**src/logic/bft_pkg.sv**
```systemverilog
package bft_pkg;

  // Command codes of the registers held here
  localparam logic [7:0] CMD_IND_RESP_EN = 8'hB0;
  localparam logic [7:0] CMD_FAULT_CTRL = 8'hB8;
  localparam logic [7:0] CMD_LOW_BUS_OV_THR = 8'hB9;
  localparam logic [7:0] CMD_BUS_UV_WARN_THR = 8'hBA;

  // Field positions
  localparam int IND_RESP_EN_BIT = 7;
  localparam int HV_IN_UV_RESP_LSB = 6;
  localparam int WARN_LSB = 0;
  localparam int PROT_LSB = 3;
  localparam int HV_UV_WARN_LSB = 3;
  localparam int LV_UV_WARN_LSB = 0;
  localparam logic [7:0] THR_USED_MASK = 8'h3F;

  // Values after reset
  localparam logic [7:0] IND_RESP_EN_RST = 8'h00;
  localparam logic [7:0] FAULT_CTRL_RST = 8'h00;
  localparam logic [7:0] LOW_BUS_OV_THR_RST = 8'h00;
  localparam logic [7:0] BUS_UV_WARN_THR_RST = 8'h00;

  // Response codes
  localparam logic [1:0] RESP_FLAG = 2'h0;
  localparam logic [1:0] RESP_HICCUP = 2'h1;
  localparam logic [1:0] RESP_LATCH = 2'h2;
  localparam logic [1:0] RESP_FLAG_ALT = 2'h3;

  // Hiccup restart delay
  localparam int CLK_MHZ = 125;
  localparam int HICCUP_MS = 500;
  localparam int HICCUP_CYCLES = HICCUP_MS * 1000 * CLK_MHZ;
  localparam int HICCUP_CNT_W = 26;

  // Thresholds in tenths of a percent of target voltage
  localparam int PCT_W = 11;
  localparam logic [PCT_W-1:0] LV_OV_WARN_TBL [8] = '{11'h47E, 11'h44C, 11'h4B0, 11'h4E2,
                                                      11'h514, 11'h546, 11'h578, 11'h5AA};
  localparam logic [PCT_W-1:0] LV_OV_PROT_TBL [8] = '{11'h5DC, 11'h578, 11'h514, 11'h640,
                                                      11'h6A4, 11'h708, 11'h76C, 11'h7D0};
  localparam logic [PCT_W-1:0] LV_UV_WARN_TBL [8] = '{11'h352, 11'h339, 11'h320, 11'h307,
                                                      11'h2EE, 11'h2D5, 11'h36B, 11'h384};
  localparam logic [PCT_W-1:0] HV_UV_WARN_TBL [8] = '{11'h2EE, 11'h2C6, 11'h29E, 11'h276,
                                                      11'h244, 11'h21C, 11'h316, 11'h33E};

  // Switching control states
  typedef enum logic [1:0] {
    BFT_RUN,
    BFT_HIC_WAIT,
    BFT_HIC_DELAY,
    BFT_LATCHED
  } bft_state_t;

endpackage : bft_pkg

```
**src/logic/bft_config_top.sv**
```systemverilog
// Contract
// - The individual-response enable bit selects the register response field when 1, the mode pin response when 0.
// - Every high bus input undervoltage detection sets status bit 7 and pulls the fault status output low.
// - Response codes 00 and 11 only flag the fault and keep switching running.
// - Response code 01 stops switching and restarts it about 500 ms after the condition clears.
// - Response code 10 stops switching until the host toggles the switching enable or chip enable.
// - Low bus overvoltage warning code maps 115,110,120,125,130,135,140,145 percent.
// - Low bus overvoltage protection code maps 150,140,130,160,170,180,190,200 percent.
// - The low bus overvoltage register is one writable, protectable byte resetting to 00h with 7:6 reserved.
// - The undervoltage warning register holds high bus code in 5:3, low bus code in 2:0, resets to 0.
// - Low bus undervoltage warning code maps 85,82.5,80,77.5,75,72.5,87.5,90 percent.
// - High bus undervoltage warning code maps 75,71,67,63,58,54,79,83 percent.
`timescale 1ns/1ps
module bft_config_top #(
  parameter int HICCUP_CYCLES = bft_pkg::HICCUP_CYCLES
) (
  // Clock and reset
  input wire logic clk,
  input wire logic rst_n,
  // Command register port from the management bus engine
  input wire logic [7:0] cmd_code,
  input wire logic cmd_wr_en,
  input wire logic cmd_rd_en,
  input wire logic [7:0] cmd_wdata,
  input wire logic write_protect,
  output logic [7:0] cmd_rdata,
  // Fault detection and status
  input wire logic hv_in_uv_detect,
  input wire logic status_clr,
  output logic hv_in_uv_status,
  output logic fault_status_output_out,
  output logic fault_status_output_oe,
  // Switching control
  input wire logic [1:0] mode_pin_resp,
  input wire logic pwm_enable,
  input wire logic chip_enable,
  output logic pwm_run,
  // Decoded thresholds, tenths of a percent
  output logic [bft_pkg::PCT_W-1:0] lv_ov_warn_pct,
  output logic [bft_pkg::PCT_W-1:0] lv_ov_prot_pct,
  output logic [bft_pkg::PCT_W-1:0] lv_uv_warn_pct,
  output logic [bft_pkg::PCT_W-1:0] hv_uv_warn_pct
);

  localparam logic [bft_pkg::HICCUP_CNT_W-1:0] HIC_LAST = bft_pkg::HICCUP_CNT_W'(HICCUP_CYCLES - 1);

  logic [7:0] ind_en_reg, ind_en_next;
  logic [7:0] fault_ctrl_reg, fault_ctrl_next;
  logic [7:0] ov_thr_reg, ov_thr_next;
  logic [7:0] uv_thr_reg, uv_thr_next;
  logic [7:0] rdata_reg, rdata_next;
  logic status_reg, status_next;
  bft_pkg::bft_state_t state_reg, state_next;
  logic [bft_pkg::HICCUP_CNT_W-1:0] cnt_reg, cnt_next;
  logic pwm_en_d_reg, chip_en_d_reg;
  logic [1:0] resp;
  logic wr_ok;
  logic en_toggle;

  // Register writes; protected writes are dropped silently
  assign wr_ok = cmd_wr_en && !write_protect;
  always_comb begin
    ind_en_next = ind_en_reg;
    fault_ctrl_next = fault_ctrl_reg;
    ov_thr_next = ov_thr_reg;
    uv_thr_next = uv_thr_reg;
    if (wr_ok) begin
      case (cmd_code)
        bft_pkg::CMD_IND_RESP_EN: ind_en_next = cmd_wdata;
        bft_pkg::CMD_FAULT_CTRL: fault_ctrl_next = cmd_wdata;
        bft_pkg::CMD_LOW_BUS_OV_THR: ov_thr_next = cmd_wdata & bft_pkg::THR_USED_MASK;
        bft_pkg::CMD_BUS_UV_WARN_THR: uv_thr_next = cmd_wdata & bft_pkg::THR_USED_MASK;
        default: ;
      endcase
    end
  end

  // Read answer, one cycle after the strobe
  always_comb begin
    rdata_next = rdata_reg;
    if (cmd_rd_en) begin
      case (cmd_code)
        bft_pkg::CMD_IND_RESP_EN: rdata_next = ind_en_reg;
        bft_pkg::CMD_FAULT_CTRL: rdata_next = fault_ctrl_reg;
        bft_pkg::CMD_LOW_BUS_OV_THR: rdata_next = ov_thr_reg;
        bft_pkg::CMD_BUS_UV_WARN_THR: rdata_next = uv_thr_reg;
        default: rdata_next = 8'h00;
      endcase
    end
  end

  always_ff @(posedge clk or negedge rst_n) begin
    if (!rst_n) begin
      ind_en_reg <= bft_pkg::IND_RESP_EN_RST;
      fault_ctrl_reg <= bft_pkg::FAULT_CTRL_RST;
      ov_thr_reg <= bft_pkg::LOW_BUS_OV_THR_RST;
      uv_thr_reg <= bft_pkg::BUS_UV_WARN_THR_RST;
      rdata_reg <= 8'h00;
    end else begin
      ind_en_reg <= ind_en_next;
      fault_ctrl_reg <= fault_ctrl_next;
      ov_thr_reg <= ov_thr_next;
      uv_thr_reg <= uv_thr_next;
      rdata_reg <= rdata_next;
    end
  end
  assign cmd_rdata = rdata_reg;

  assign resp = ind_en_reg[bft_pkg::IND_RESP_EN_BIT] ? fault_ctrl_reg[bft_pkg::HV_IN_UV_RESP_LSB +: 2]
                                                      : mode_pin_resp;

  // Sticky status; a detection in the clear cycle wins
  always_comb begin
    status_next = status_reg;
    if (status_clr) begin
      status_next = 1'b0;
    end
    if (hv_in_uv_detect) begin
      status_next = 1'b1;
    end
  end

  // Enable toggle detection for latch release
  assign en_toggle = (pwm_enable != pwm_en_d_reg) || (chip_enable != chip_en_d_reg);

  // Switching response state machine
  always_comb begin
    state_next = state_reg;
    cnt_next = cnt_reg;
    case (state_reg)
      bft_pkg::BFT_RUN: begin
        if (hv_in_uv_detect && resp == bft_pkg::RESP_HICCUP) begin
          state_next = bft_pkg::BFT_HIC_WAIT;
        end else if (hv_in_uv_detect && resp == bft_pkg::RESP_LATCH) begin
          state_next = bft_pkg::BFT_LATCHED;
        end
      end
      bft_pkg::BFT_HIC_WAIT: begin
        if (!hv_in_uv_detect) begin
          state_next = bft_pkg::BFT_HIC_DELAY;
          cnt_next = '0;
        end
      end
      bft_pkg::BFT_HIC_DELAY: begin
        if (hv_in_uv_detect) begin
          state_next = bft_pkg::BFT_HIC_WAIT;
        end else if (cnt_reg == HIC_LAST) begin
          state_next = bft_pkg::BFT_RUN;
        end else begin
          cnt_next = cnt_reg + 1'b1;
        end
      end
      bft_pkg::BFT_LATCHED: begin
        if (en_toggle) begin
          state_next = bft_pkg::BFT_RUN;
        end
      end
      default: state_next = bft_pkg::BFT_RUN;
    endcase
  end

  always_ff @(posedge clk or negedge rst_n) begin
    if (!rst_n) begin
      status_reg <= 1'b0;
      state_reg <= bft_pkg::BFT_RUN;
      cnt_reg <= '0;
      pwm_en_d_reg <= 1'b0;
      chip_en_d_reg <= 1'b0;
    end else begin
      status_reg <= status_next;
      state_reg <= state_next;
      cnt_reg <= cnt_next;
      pwm_en_d_reg <= pwm_enable;
      chip_en_d_reg <= chip_enable;
    end
  end

  // Open-drain fault pin: only ever drives low
  assign hv_in_uv_status = status_reg;
  assign fault_status_output_out = 1'b0;
  assign fault_status_output_oe = status_reg;
  assign pwm_run = (state_reg == bft_pkg::BFT_RUN) && pwm_enable && chip_enable;

  // Threshold codes to percentages
  bft_thr_decode u_decode (
    .clk(clk),
    .rst_n(rst_n),
    .ov_thr(ov_thr_reg),
    .uv_thr(uv_thr_reg),
    .lv_ov_warn_pct(lv_ov_warn_pct),
    .lv_ov_prot_pct(lv_ov_prot_pct),
    .lv_uv_warn_pct(lv_uv_warn_pct),
    .hv_uv_warn_pct(hv_uv_warn_pct)
  );
endmodule : bft_config_top

```
**src/logic/bft_thr_decode.sv**
```systemverilog
`timescale 1ns/1ps
module bft_thr_decode (
  // Clock and reset
  input wire logic clk,
  input wire logic rst_n,
  // Stored threshold registers
  input wire logic [7:0] ov_thr,
  input wire logic [7:0] uv_thr,
  // Decoded thresholds, tenths of a percent
  output logic [bft_pkg::PCT_W-1:0] lv_ov_warn_pct,
  output logic [bft_pkg::PCT_W-1:0] lv_ov_prot_pct,
  output logic [bft_pkg::PCT_W-1:0] lv_uv_warn_pct,
  output logic [bft_pkg::PCT_W-1:0] hv_uv_warn_pct
);

  logic [bft_pkg::PCT_W-1:0] pct_next [4];
  logic [bft_pkg::PCT_W-1:0] pct_reg [4];

  // Table lookups, one per field
  always_comb begin
    pct_next[0] = bft_pkg::LV_OV_WARN_TBL[ov_thr[bft_pkg::WARN_LSB +: 3]];
    pct_next[1] = bft_pkg::LV_OV_PROT_TBL[ov_thr[bft_pkg::PROT_LSB +: 3]];
    pct_next[2] = bft_pkg::LV_UV_WARN_TBL[uv_thr[bft_pkg::LV_UV_WARN_LSB +: 3]];
    pct_next[3] = bft_pkg::HV_UV_WARN_TBL[uv_thr[bft_pkg::HV_UV_WARN_LSB +: 3]];
  end

  // Registered so the comparators see glitch-free codes
  genvar gi;
  generate
    for (gi = 0; gi < 4; gi++) begin : g_pct
      always_ff @(posedge clk or negedge rst_n) begin
        if (!rst_n) begin
          pct_reg[gi] <= '0;
        end else begin
          pct_reg[gi] <= pct_next[gi];
        end
      end
    end
  endgenerate

  assign lv_ov_warn_pct = pct_reg[0];
  assign lv_ov_prot_pct = pct_reg[1];
  assign lv_uv_warn_pct = pct_reg[2];
  assign hv_uv_warn_pct = pct_reg[3];

endmodule : bft_thr_decode

```
**config.mk**
```make
export PLATFORM = sky130hd
export DESIGN_NAME = bft_config_top
export DESIGN_NICKNAME = d
export VERILOG_FILES = /design/src/logic/bft_pkg.sv /design/src/logic/bft_config_top.sv /design/src/logic/bft_thr_decode.sv
export SDC_FILE = /design/constraint.sdc
export NUM_CORES = 1
export LEC_CHECK = 0
export BUFFER_PORTS_ARGS = -buffer_cell sky130_fd_sc_hd__buf_4
export CAP_MARGIN = 0
export CORE_ASPECT_RATIO = 1.25
export CORE_MARGIN = 2
export CORE_UTILIZATION = 35
export DETAILED_ROUTE_END_ITERATION = 10
export PLACE_DENSITY = 0.59
export SYNTH_ARGS = -nofsm -noshare
export SYNTH_HDL_FRONTEND = slang
export SYNTH_HIERARCHICAL = 1
export SYNTH_SLANG_ARGS = --single-unit
```
**constraint.sdc**
```tcl
create_clock -name clk -period 5.6 [get_ports clk]
set_input_delay 0.84 -clock clk [delete_from_list [all_inputs] [get_ports clk]]
set_output_delay 0.84 -clock clk [all_outputs]
set_load 0.05 [all_outputs]
```
==> results.py, run 1 <==
metrics = {
    "global_routing": {
        "globalRouteMet3Util": 0.0257,
        "grtUsageMet1": 0.189,
        "busiest_layer": "met2",
        "gr-usage-met2": 0.248,
        "grt_overflow": 0,
        "grt_pass1_vias": 3513,
        "grt_pass1_wl_microns": 17800,
        "grt_max_degree": 57,
        "grtUsageTotal": 0.145,
        "antenna_found_initial": 0,
    },
    "synthesis": {
        "synth_top_area_share": 0.505,
        "async_flop_share": 1.00,
        "netlist_area_sq_um": 4960,
        "synth_edf_count": 0,
        "synth_simple_gate_area_frac": 0.143,
        "synth_adder_area_share": 0.0575,
        "ys_top_cells_by_area": "dfrtp_1 (50%), mux2_2 (7.5%), ha_1 (5.6%), buf_4 (2.3%), inv_1 (2.2%)",
        "synth-xor-area-share": 0.00883,
        "yosysTopAreaCell": "dfrtp_1",
        "synth_top_family_by_area": "simple AND/OR/NAND/NOR gates",
        "yosysUniqueCellTypes": 61,
        "ys.flop_type": "dfrtp_1",
        "yosys_warnings": 6,
        "synth-seq-cells": 100,
        "synth_area_per_cell_sq_um": 11.0,
        "synth.area.mux_share": 0.101,
        "synth_compound_area_frac": 0.121,
        "synthCells": 452,
        "synth-seq-area-share": 0.505,
    },
    "sta": {
        "rsz0062_at_grt": "no",
        "slew_viol_final": 0,
        "worstMarginPinSlew_ns": 0.739,
        "hold_viol_final": 0,
        "setup_violations": 0,
        "period_minus_slack_ns": 2.38,
        "fin_crit_sh": 0.425,
        "layout_setup_ws_ns": 3.22,
        "relSlewSlack": 0.505,
        "setup_tns_ns": 0,
        "fin_skew_ns": 0.00986,
        "fmax_mhz": 420,
    },
    "clock_tree": {
        "cts_resized": 0,
        "cts_hold_buf": 0,
        "clock_sinks": 100,
        "numCtsBuffers": 9,
        "cts_buffer_depth": 2,
        "cts_root_buf": "clkbuf_16",
        "cts_tree": "done",
        "cts.clk_slew.worst_paths_ns": 0.08,
        "htreeDepth": 3,
        "cts_setup_buffers": 0,
        "clk_latency_ns": 0.34,
    },
    "route": {
        "vias": 3539,
        "via_per_inst": 5.08,
        "avgRoutedWirePerCell_microns": 15.4,
        "firstDrtPassIters": 4,
        "drcViolationCount": 0,
        "initialDrtViolationCount": 124,
        "ant_nets": 0,
        "wirelength_microns": 10700,
    },
    "status": {
        "status": "finished, final reports clean",
    },
    "power_and_ir_drop": {
        "leakagePower_nw": 2.61,
        "p_total_mw": 1.63,
        "max-vdd-ir-drop_mv": 0.140,
        "powerDensity_nw_per_um2": 278,
    },
    "critical_path": {
        "crit_chain": "buf_4 > nand2b_1 > or3_1 > nor2_1 > and3_1 > mux2_2",
        "required_ns": 5.83,
        "end_kind": "flip-flop",
        "crit_type": "input pin to flip-flop",
        "worstPathMaxFanout": 7,
        "startpoint_type": "input pin",
        "slowest_delay_ns": 0.40,
        "cp.arrival_ns": 2.61,
        "cp_slowest_cell": "or3_1",
    },
    "cells_and_area": {
        "area_growth_pct": 18.3,
        "multi_input_area_sq_um": 2170,
        "final-seq-area_sq_um": 2500,
        "drive_gt1_frac": 0.273,
        "fin_cells": 696,
        "final_nets": 565,
        "antenna_cells": 0,
        "fillers": 1342,
        "largest_reg_flops": 26,
    },
    "flow_run": {
        "maxCapViolations": 0,
    },
    "place": {
        "numPortBuffers": 74,
        "dp.cells": 680,
        "gp_congestion": 0.801,
        "hpwl_microns": 7770,
        "preCtsSetupSlack_ns": 2.84,
    },
    "die": {
        "initial_core_util": 0.359,
        "core_sq_um": 13800,
        "ios": 83,
        "die_width_microns": 110,
        "die_height_microns": 137,
        "row_count": 48,
        "die_area_sq_um": 15100,
    },
    "min_path": {
        "worstHoldPathType": "flip-flop to flip-flop",
    },
}
final timing paths:
path,from,cells after the start,to,slack [ns]
max,cmd_code[6],6,uv_thr_reg[2],3.22
min,fault_ctrl_reg[3],1,fault_ctrl_reg[3],0.51
max reg2reg,cnt_reg[0],6,cnt_reg[24],3.24
min reg2reg,fault_ctrl_reg[3],1,fault_ctrl_reg[3],0.51
max in group asynchronous,rst_n,2,cmd_rdata[3],3.97
min in group asynchronous,rst_n,1,u_decode/lv_ov_prot_pct[10],0.55
cells by family after synthesis:
kind of cell / count (synthesis)
AOI/OAI and AO/OA: 92
xor gates and xnor gates: 5
adders and majority gates: 23
buffers and inverters: 59
DFF: 100
muxes: 45
other: 3
and+or+nand+nor: 125
power breakdown:
part,switching [mW],internal [mW],total (mW)
Clock,0.293,0.314,0.607
Combinational,0.164,0.0748,0.239
Sequential,0.0308,0.753,0.784
cells in the mapped netlist, drive strengths merged, types with 10 or more instances:
cell / count
or3: 10
or4: 10
o21ai: 29
a21oi: 20
nor2: 16
inv: 30
dfrtp: 100
nand2: 27
mux2: 36
buf: 24
nand3: 13
ha: 22
metal layers:
metal / vias to the layer above / routed length (microns)
li1: 1715 / -
met1: 1746 / 4820
met2: 71 / 5420
met3: 7 / 365
met4: 0 / 111
met5: - / 0
critical path, delay by kind of cell:
family                 cells  cell delay [ns]
buffers and inverters      1             0.10
AND/OR/NAND/NOR            4             1.28
multiplexers               1             0.38
final cells by class:
class | instances | area share
sequential | 100 | 0.427
timing repair buffer | 76 | 0.0973
tap | 175 | 0.0373
clock inverter | 7 | 0.0107
clock buffer | 9 | 0.0384
multi-input combinational | 299 | 0.371
inverter | 30 | 0.0192
placed cells by master (no fill, tap or decap), types with 10 or more instances in the layout:
master	count
a21oi_1	16
nand3_1	13
or3_1	10
ha_1	22
o21ai_0	12
buf_4	76
nor2_1	15
o21ai_1	15
inv_1	29
mux2_2	33
nand2_1	27
dfrtp_1	100
metrics by stage:
stage                     hold slack, ns  area [sq um]  utilization
after detailed placement           0.490          5580        0.404
after floorplan                    0.462          4980            -
after CTS                          0.507          5870        0.425
after global routing               0.528          5870        0.425
final                              0.507          5870        0.425
after global placement             0.486          5580        0.404
Power figures use the tool's default switching activity.
==> inputs of run 2 (changes only) <==
Clock period 5.6 ns to 2.4 ns, I/O delays scaled along.
==> run 2 against run 1 <==
Against the previous run: flip-flop and latch count stayed put; critical endpoint is now cnt_reg[24]; non-clock buffer count rose by 8; global-route usage up 0.47 points; final cell count rose by 1.1%; die area unchanged; utilization rose by 0.68 points; hold slack got worse by 0.48 ns; clock power up 140%.
==> results.py, run 2 (synthesis results as in run 1) <==
metrics = {
    "critical_path": {
        "reg2regPathDepth": 6,
        "worstPathMaxFanout": 23,
        "required_ns": 2.68,
        "cp_slowest_cell": "or4_1",
        "end_kind": "flip-flop",
        "slowest_delay_ns": 0.54,
        "cp.arrival_ns": 2.44,
        "crit_type": "flip-flop to flip-flop",
        "startpoint_type": "flip-flop",
        "crit_chain": "nand2b_1 > a21oi_1 > o21ai_4 > buf_4 > or4_1 > a21oi_2",
    },
    "sta": {
        "holdWs_ns": 0.0223,
        "worstMarginPinSlew_ns": 0.701,
        "slew_viol_final": 0,
        "setup_violations": 0,
        "layout_setup_ws_ns": 0.244,
        "rsz0062_at_grt": "no",
        "fmax_mhz": 464,
        "hold_viol_final": 0,
        "relSlewSlack": 0.531,
        "fin_skew_ns": 0.00695,
        "setup_tns_ns": 0,
        "period_minus_slack_ns": 2.16,
        "fin_crit_sh": 0.898,
    },
    "route": {
        "firstDrtPassIters": 4,
        "vias": 3580,
        "initialDrtViolationCount": 165,
        "avgRoutedWirePerCell_microns": 15.5,
        "ant_nets": 0,
        "drcViolationCount": 0,
        "wirelength_microns": 10900,
        "via_per_inst": 5.09,
    },
    "global_routing": {
        "gr-usage-met2": 0.251,
        "grtUsageTotal": 0.150,
        "grt_overflow": 0,
        "busiest_layer": "met2",
        "grt_pass1_wl_microns": 18400,
        "grt_pass1_vias": 3685,
        "grt_max_degree": 46,
        "globalRouteMet3Util": 0.0350,
        "antenna_found_initial": 0,
        "grtUsageMet1": 0.190,
    },
    "die": {
        "ios": 83,
        "row_count": 48,
        "die_width_microns": 110,
        "die_height_microns": 137,
        "die_area_sq_um": 15100,
        "core_sq_um": 13800,
        "initial_core_util": 0.359,
    },
    "clock_tree": {
        "cts_root_buf": "clkbuf_16",
        "clock_sinks": 100,
        "cts_tree": "done",
        "cts_buffer_depth": 2,
        "cts.clk_slew.worst_paths_ns": 0.08,
        "cts_resized": 0,
        "clk_latency_ns": 0.35,
        "htreeDepth": 3,
        "numCtsBuffers": 9,
        "cts_setup_buffers": 0,
        "cts_hold_buf": 0,
    },
    "power_and_ir_drop": {
        "max-vdd-ir-drop_mv": 0.414,
        "leakagePower_nw": 2.66,
        "powerDensity_nw_per_um2": 647,
    },
    "cells_and_area": {
        "antenna_cells": 0,
        "utilization": 0.431,
        "fillers": 1359,
        "drive_gt1_frac": 0.284,
        "final_cell_area_sq_um": 5960,
        "area_growth_pct": 20.2,
        "mostFrequentLayoutCell": "dfrtp_1",
        "largest_reg_flops": 26,
        "final_nets": 573,
        "final_cell_mix": "dfrtp_1 (100), buf_4 (82), mux2_2 (33)",
    },
    "min_path": {
        "worstHoldPathType": "input pin to async pin",
    },
    "place": {
        "hpwl_microns": 7870,
        "numPortBuffers": 74,
        "gp_congestion": 0.860,
        "place_area_sq_um": 5660,
        "preCtsSetupSlack_ns": 0.302,
    },
    "status": {
        "status": "finished, final reports clean",
    },
    "flow_run": {
        "maxCapViolations": 0,
    },
}
run 2: final timing paths:
path | from | to | slack [ns]
setup / recovery | state_reg[0] | cnt_reg[24] | 0.24
hold / removal | rst_n | u_decode/lv_uv_warn_pct[8] | 0.02
setup reg to reg | state_reg[0] | cnt_reg[24] | 0.24
hold reg to reg | fault_ctrl_reg[5] | fault_ctrl_reg[5] | 0.51
max in group asynchronous | rst_n | fault_ctrl_reg[2] | 1.67
min in group clk | pwm_enable | pwm_en_d_reg | 0.14
run 2: report_power, final:
part / leakage, nW / internal (mW) / total [mW] / switching (mW)
combinational: 1.24 / 0.201 / 0.588 / 0.387
sequential: 1.27 / 1.76 / 1.83 / 0.0689
clock: 0.147 / 0.774 / 1.44 / 0.665
total: 2.66 / 2.73 / 3.85 / 1.12
run 2: worst max-delay path, delay by kind of cell, from the launching register on:
kind | cells | cell delay (ns)
DFF | 1 | 0.43
AOI/OAI and AO/OA | 3 | 0.62
buffers and inverters | 1 | 0.22
and+or+nand+nor | 2 | 0.82
run 2: per-layer routing:
layer	up-vias	share of wire
met5	-	0
met2	85	0.49
met4	0	0.017
met3	12	0.054
met1	1749	0.44
li1	1734	-
run 2: final cells by class:
type                    count  area (sq um)  share of cell area
clock buffers              11           253              0.0424
clock inverters             5          43.8             0.00735
inverters                  30           113              0.0189
multi-input cells         299          2170               0.365
flip-flops and latches    100          2500               0.420
well taps                 175           219              0.0367
repair buffers             84           656               0.110
run 2: through the flow:
step           power (mW)  cells
6_report             3.85    704
3_5_place_dp         2.45    688
3_3_place_gp         2.44    688
4_1_cts              3.91    704
2_1_floorplan        2.26    458
5_1_grt              4.04    704
==> inputs of run 3 (changes only) <==
Settings changed: CORE_UTILIZATION 35 to 45, PLACE_DENSITY 0.59 to 0.73.
Clock period 2.4 ns to 2.3 ns, I/O delays scaled along.
==> run 3 against run 2 <==
Against the previous run: global-route usage grew 3.2 points; clock power grew 3%; via count grew 2.1%; hold slack gained 0.10 ns; utilization grew 13 points; wire length shrank 6.3%; final area shrank 0.36%; first-iteration DRC count shrank 31%.
==> results.py, run 3 (synthesis results as in run 1) <==
metrics = {
    "route": {
        "drcViolationCount": 0,
        "initialDrtViolationCount": 114,
        "vias": 3655,
        "ant_nets": 0,
        "via_per_inst": 5.49,
        "wirelength_microns": 10200,
        "avgRoutedWirePerCell_microns": 15.3,
        "firstDrtPassIters": 4,
    },
    "sta": {
        "worstMarginPinSlew_ns": 0.510,
        "layout_setup_ws_ns": 0.278,
        "slew_viol_final": 0,
        "rsz0062_at_grt": "no",
        "period_minus_slack_ns": 2.02,
        "hold_viol_final": 0,
        "setup_violations": 0,
        "relSlewSlack": 0.660,
        "setup_tns_ns": 0,
        "fin_crit_sh": 0.879,
        "fmax_mhz": 495,
        "fin_skew_ns": 0.0112,
    },
    "power_and_ir_drop": {
        "p_comb_frac": 0.157,
        "pwr-share-seq": 0.473,
        "switching_share": 0.298,
        "max-vdd-ir-drop_mv": 0.348,
        "clkPwrFrac": 0.371,
        "intPower_mw": 2.83,
        "leakagePower_nw": 2.68,
        "p_sw_mw": 1.20,
        "powerDensity_nw_per_um2": 679,
    },
    "global_routing": {
        "grt_max_degree": 46,
        "grt_pass1_wl_microns": 17600,
        "antenna_found_initial": 0,
        "grt_overflow": 0,
        "grtUsageTotal": 0.181,
        "grt_pass1_vias": 3688,
    },
    "die": {
        "die_height_microns": 121,
        "initial_core_util": 0.465,
        "die_width_microns": 97.9,
        "die_area_sq_um": 11900,
        "ios": 83,
        "core_sq_um": 10700,
        "row_count": 42,
    },
    "cells_and_area": {
        "mostFrequentLayoutCell": "dfrtp_1",
        "final_nets": 578,
        "drive_gt1_frac": 0.287,
        "antenna_cells": 0,
        "area_growth_pct": 19.8,
        "final_cell_mix": "dfrtp_1 (100), buf_4 (86), mux2_2 (33)",
        "largest_reg_flops": 26,
    },
    "critical_path": {
        "crit_type": "flip-flop to flip-flop",
        "worstPathMaxFanout": 11,
        "required_ns": 2.53,
        "startpoint_type": "flip-flop",
        "cp.arrival_ns": 2.25,
        "end_kind": "flip-flop",
    },
    "clock_tree": {
        "cts.clk_slew.worst_paths_ns": 0.07,
        "clock_sinks": 100,
        "cts_tree": "done",
        "cts_resized": 0,
        "cts_buffer_depth": 2,
        "clk_latency_ns": 0.35,
        "cts_root_buf": "clkbuf_16",
        "htreeDepth": 3,
        "numCtsBuffers": 9,
    },
    "status": {
        "status": "finished, final reports clean",
    },
    "flow_run": {
        "maxCapViolations": 0,
    },
    "place": {
        "gp_congestion": 0.835,
        "numPortBuffers": 74,
        "hpwl_microns": 7460,
        "preCtsSetupSlack_ns": 0.226,
    },
    "min_path": {
        "worstHoldPathType": "input pin to flip-flop",
    },
}
-- run 3: changes by cell type in the layout (fill, tap and decap cells not counted) --
cell,delta
clkbuf_8,-2
inv_6,+1
inv_8,+3
clkinv_4,-3
buf_4,+4
dlygate4sd3_1,+1
clkbuf_1,+1
-- run 3: final cells by class --
cell class              count  area (sq um)
repair buffers             89           696
clock inverters             6          60.1
multi-input cells         299          2170
clock buffers              10           229
inverters                  30           113
well taps                 132           165
flip-flops and latches    100          2500
fillers                   886          4730
-- run 3: what timing repair did --
item                                   4_1_cts  5_1_grt
buffers inserted                             0        0
setup endpoints to repair                    0        0
endpoints found under the hold margin       38        0
hold buffers                                 1        0
-- run 3: worst paths after layout --
check                       startpoint                          to  slack [ns]  cells after the start
setup / recovery            cnt_reg[8]                 cnt_reg[23]        0.28                      6
hold / removal             chip_enable               chip_en_d_reg        0.12                      1
setup reg to reg            cnt_reg[8]                 cnt_reg[23]        0.28                      6
hold reg to reg             cnt_reg[0]                  cnt_reg[0]        0.51                      1
max in group asynchronous        rst_n               ov_thr_reg[4]        1.15                      3
min in group asynchronous        rst_n  u_decode/lv_uv_warn_pct[4]        0.52                      2
-- run 3: power groups by stage --
stage / logic [mW] / registers (mW) / clock network [mW]
after floorplan: 0.339 / 2.02 / 0
after global placement: 0.619 / 1.94 / 0
after detailed placement: 0.633 / 1.94 / 0
after CTS: 0.637 / 1.90 / 1.53
after global routing: 0.689 / 1.92 / 1.59
final: 0.632 / 1.90 / 1.49
-- run 3: layer usage --
layer / vias to the layer above / GRT usage / share of wire
li1: 1741 / - / -
met1: 1822 / 0.230 / 0.42
met2: 75 / 0.306 / 0.52
met3: 17 / 0.0357 / 0.035
met4: 0 / 0.0712 / 0.018
met5: - / 0 / 0
-- run 3: worst max-delay path, stage by stage (launching register included) --
cell	delay (ns)
dfrtp_1	0.44
nand4bb_1	0.20
or4_4	0.60
o21ai_4	0.26
buf_4	0.22
or4_1	0.14
a21oi_2	0.05
-- run 3: stage by stage --
| stage | hold slack [ns] | std cells | utilization | total power, mW | cell area, sq um |
|---|---|---|---|---|---|
| finish | 0.125 | 666 | 0.557 | 4.03 | 5940 |
| global route | 0.113 | 666 | 0.557 | 4.20 | 5940 |
| CTS | 0.116 | 666 | 0.557 | 4.07 | 5940 |
| detailed placement | 0.359 | 649 | 0.529 | 2.57 | 5640 |
| global placement | 0.353 | 649 | 0.529 | 2.55 | 5640 |
| floorplan | 0.0494 | 458 | - | 2.36 | 4980 |
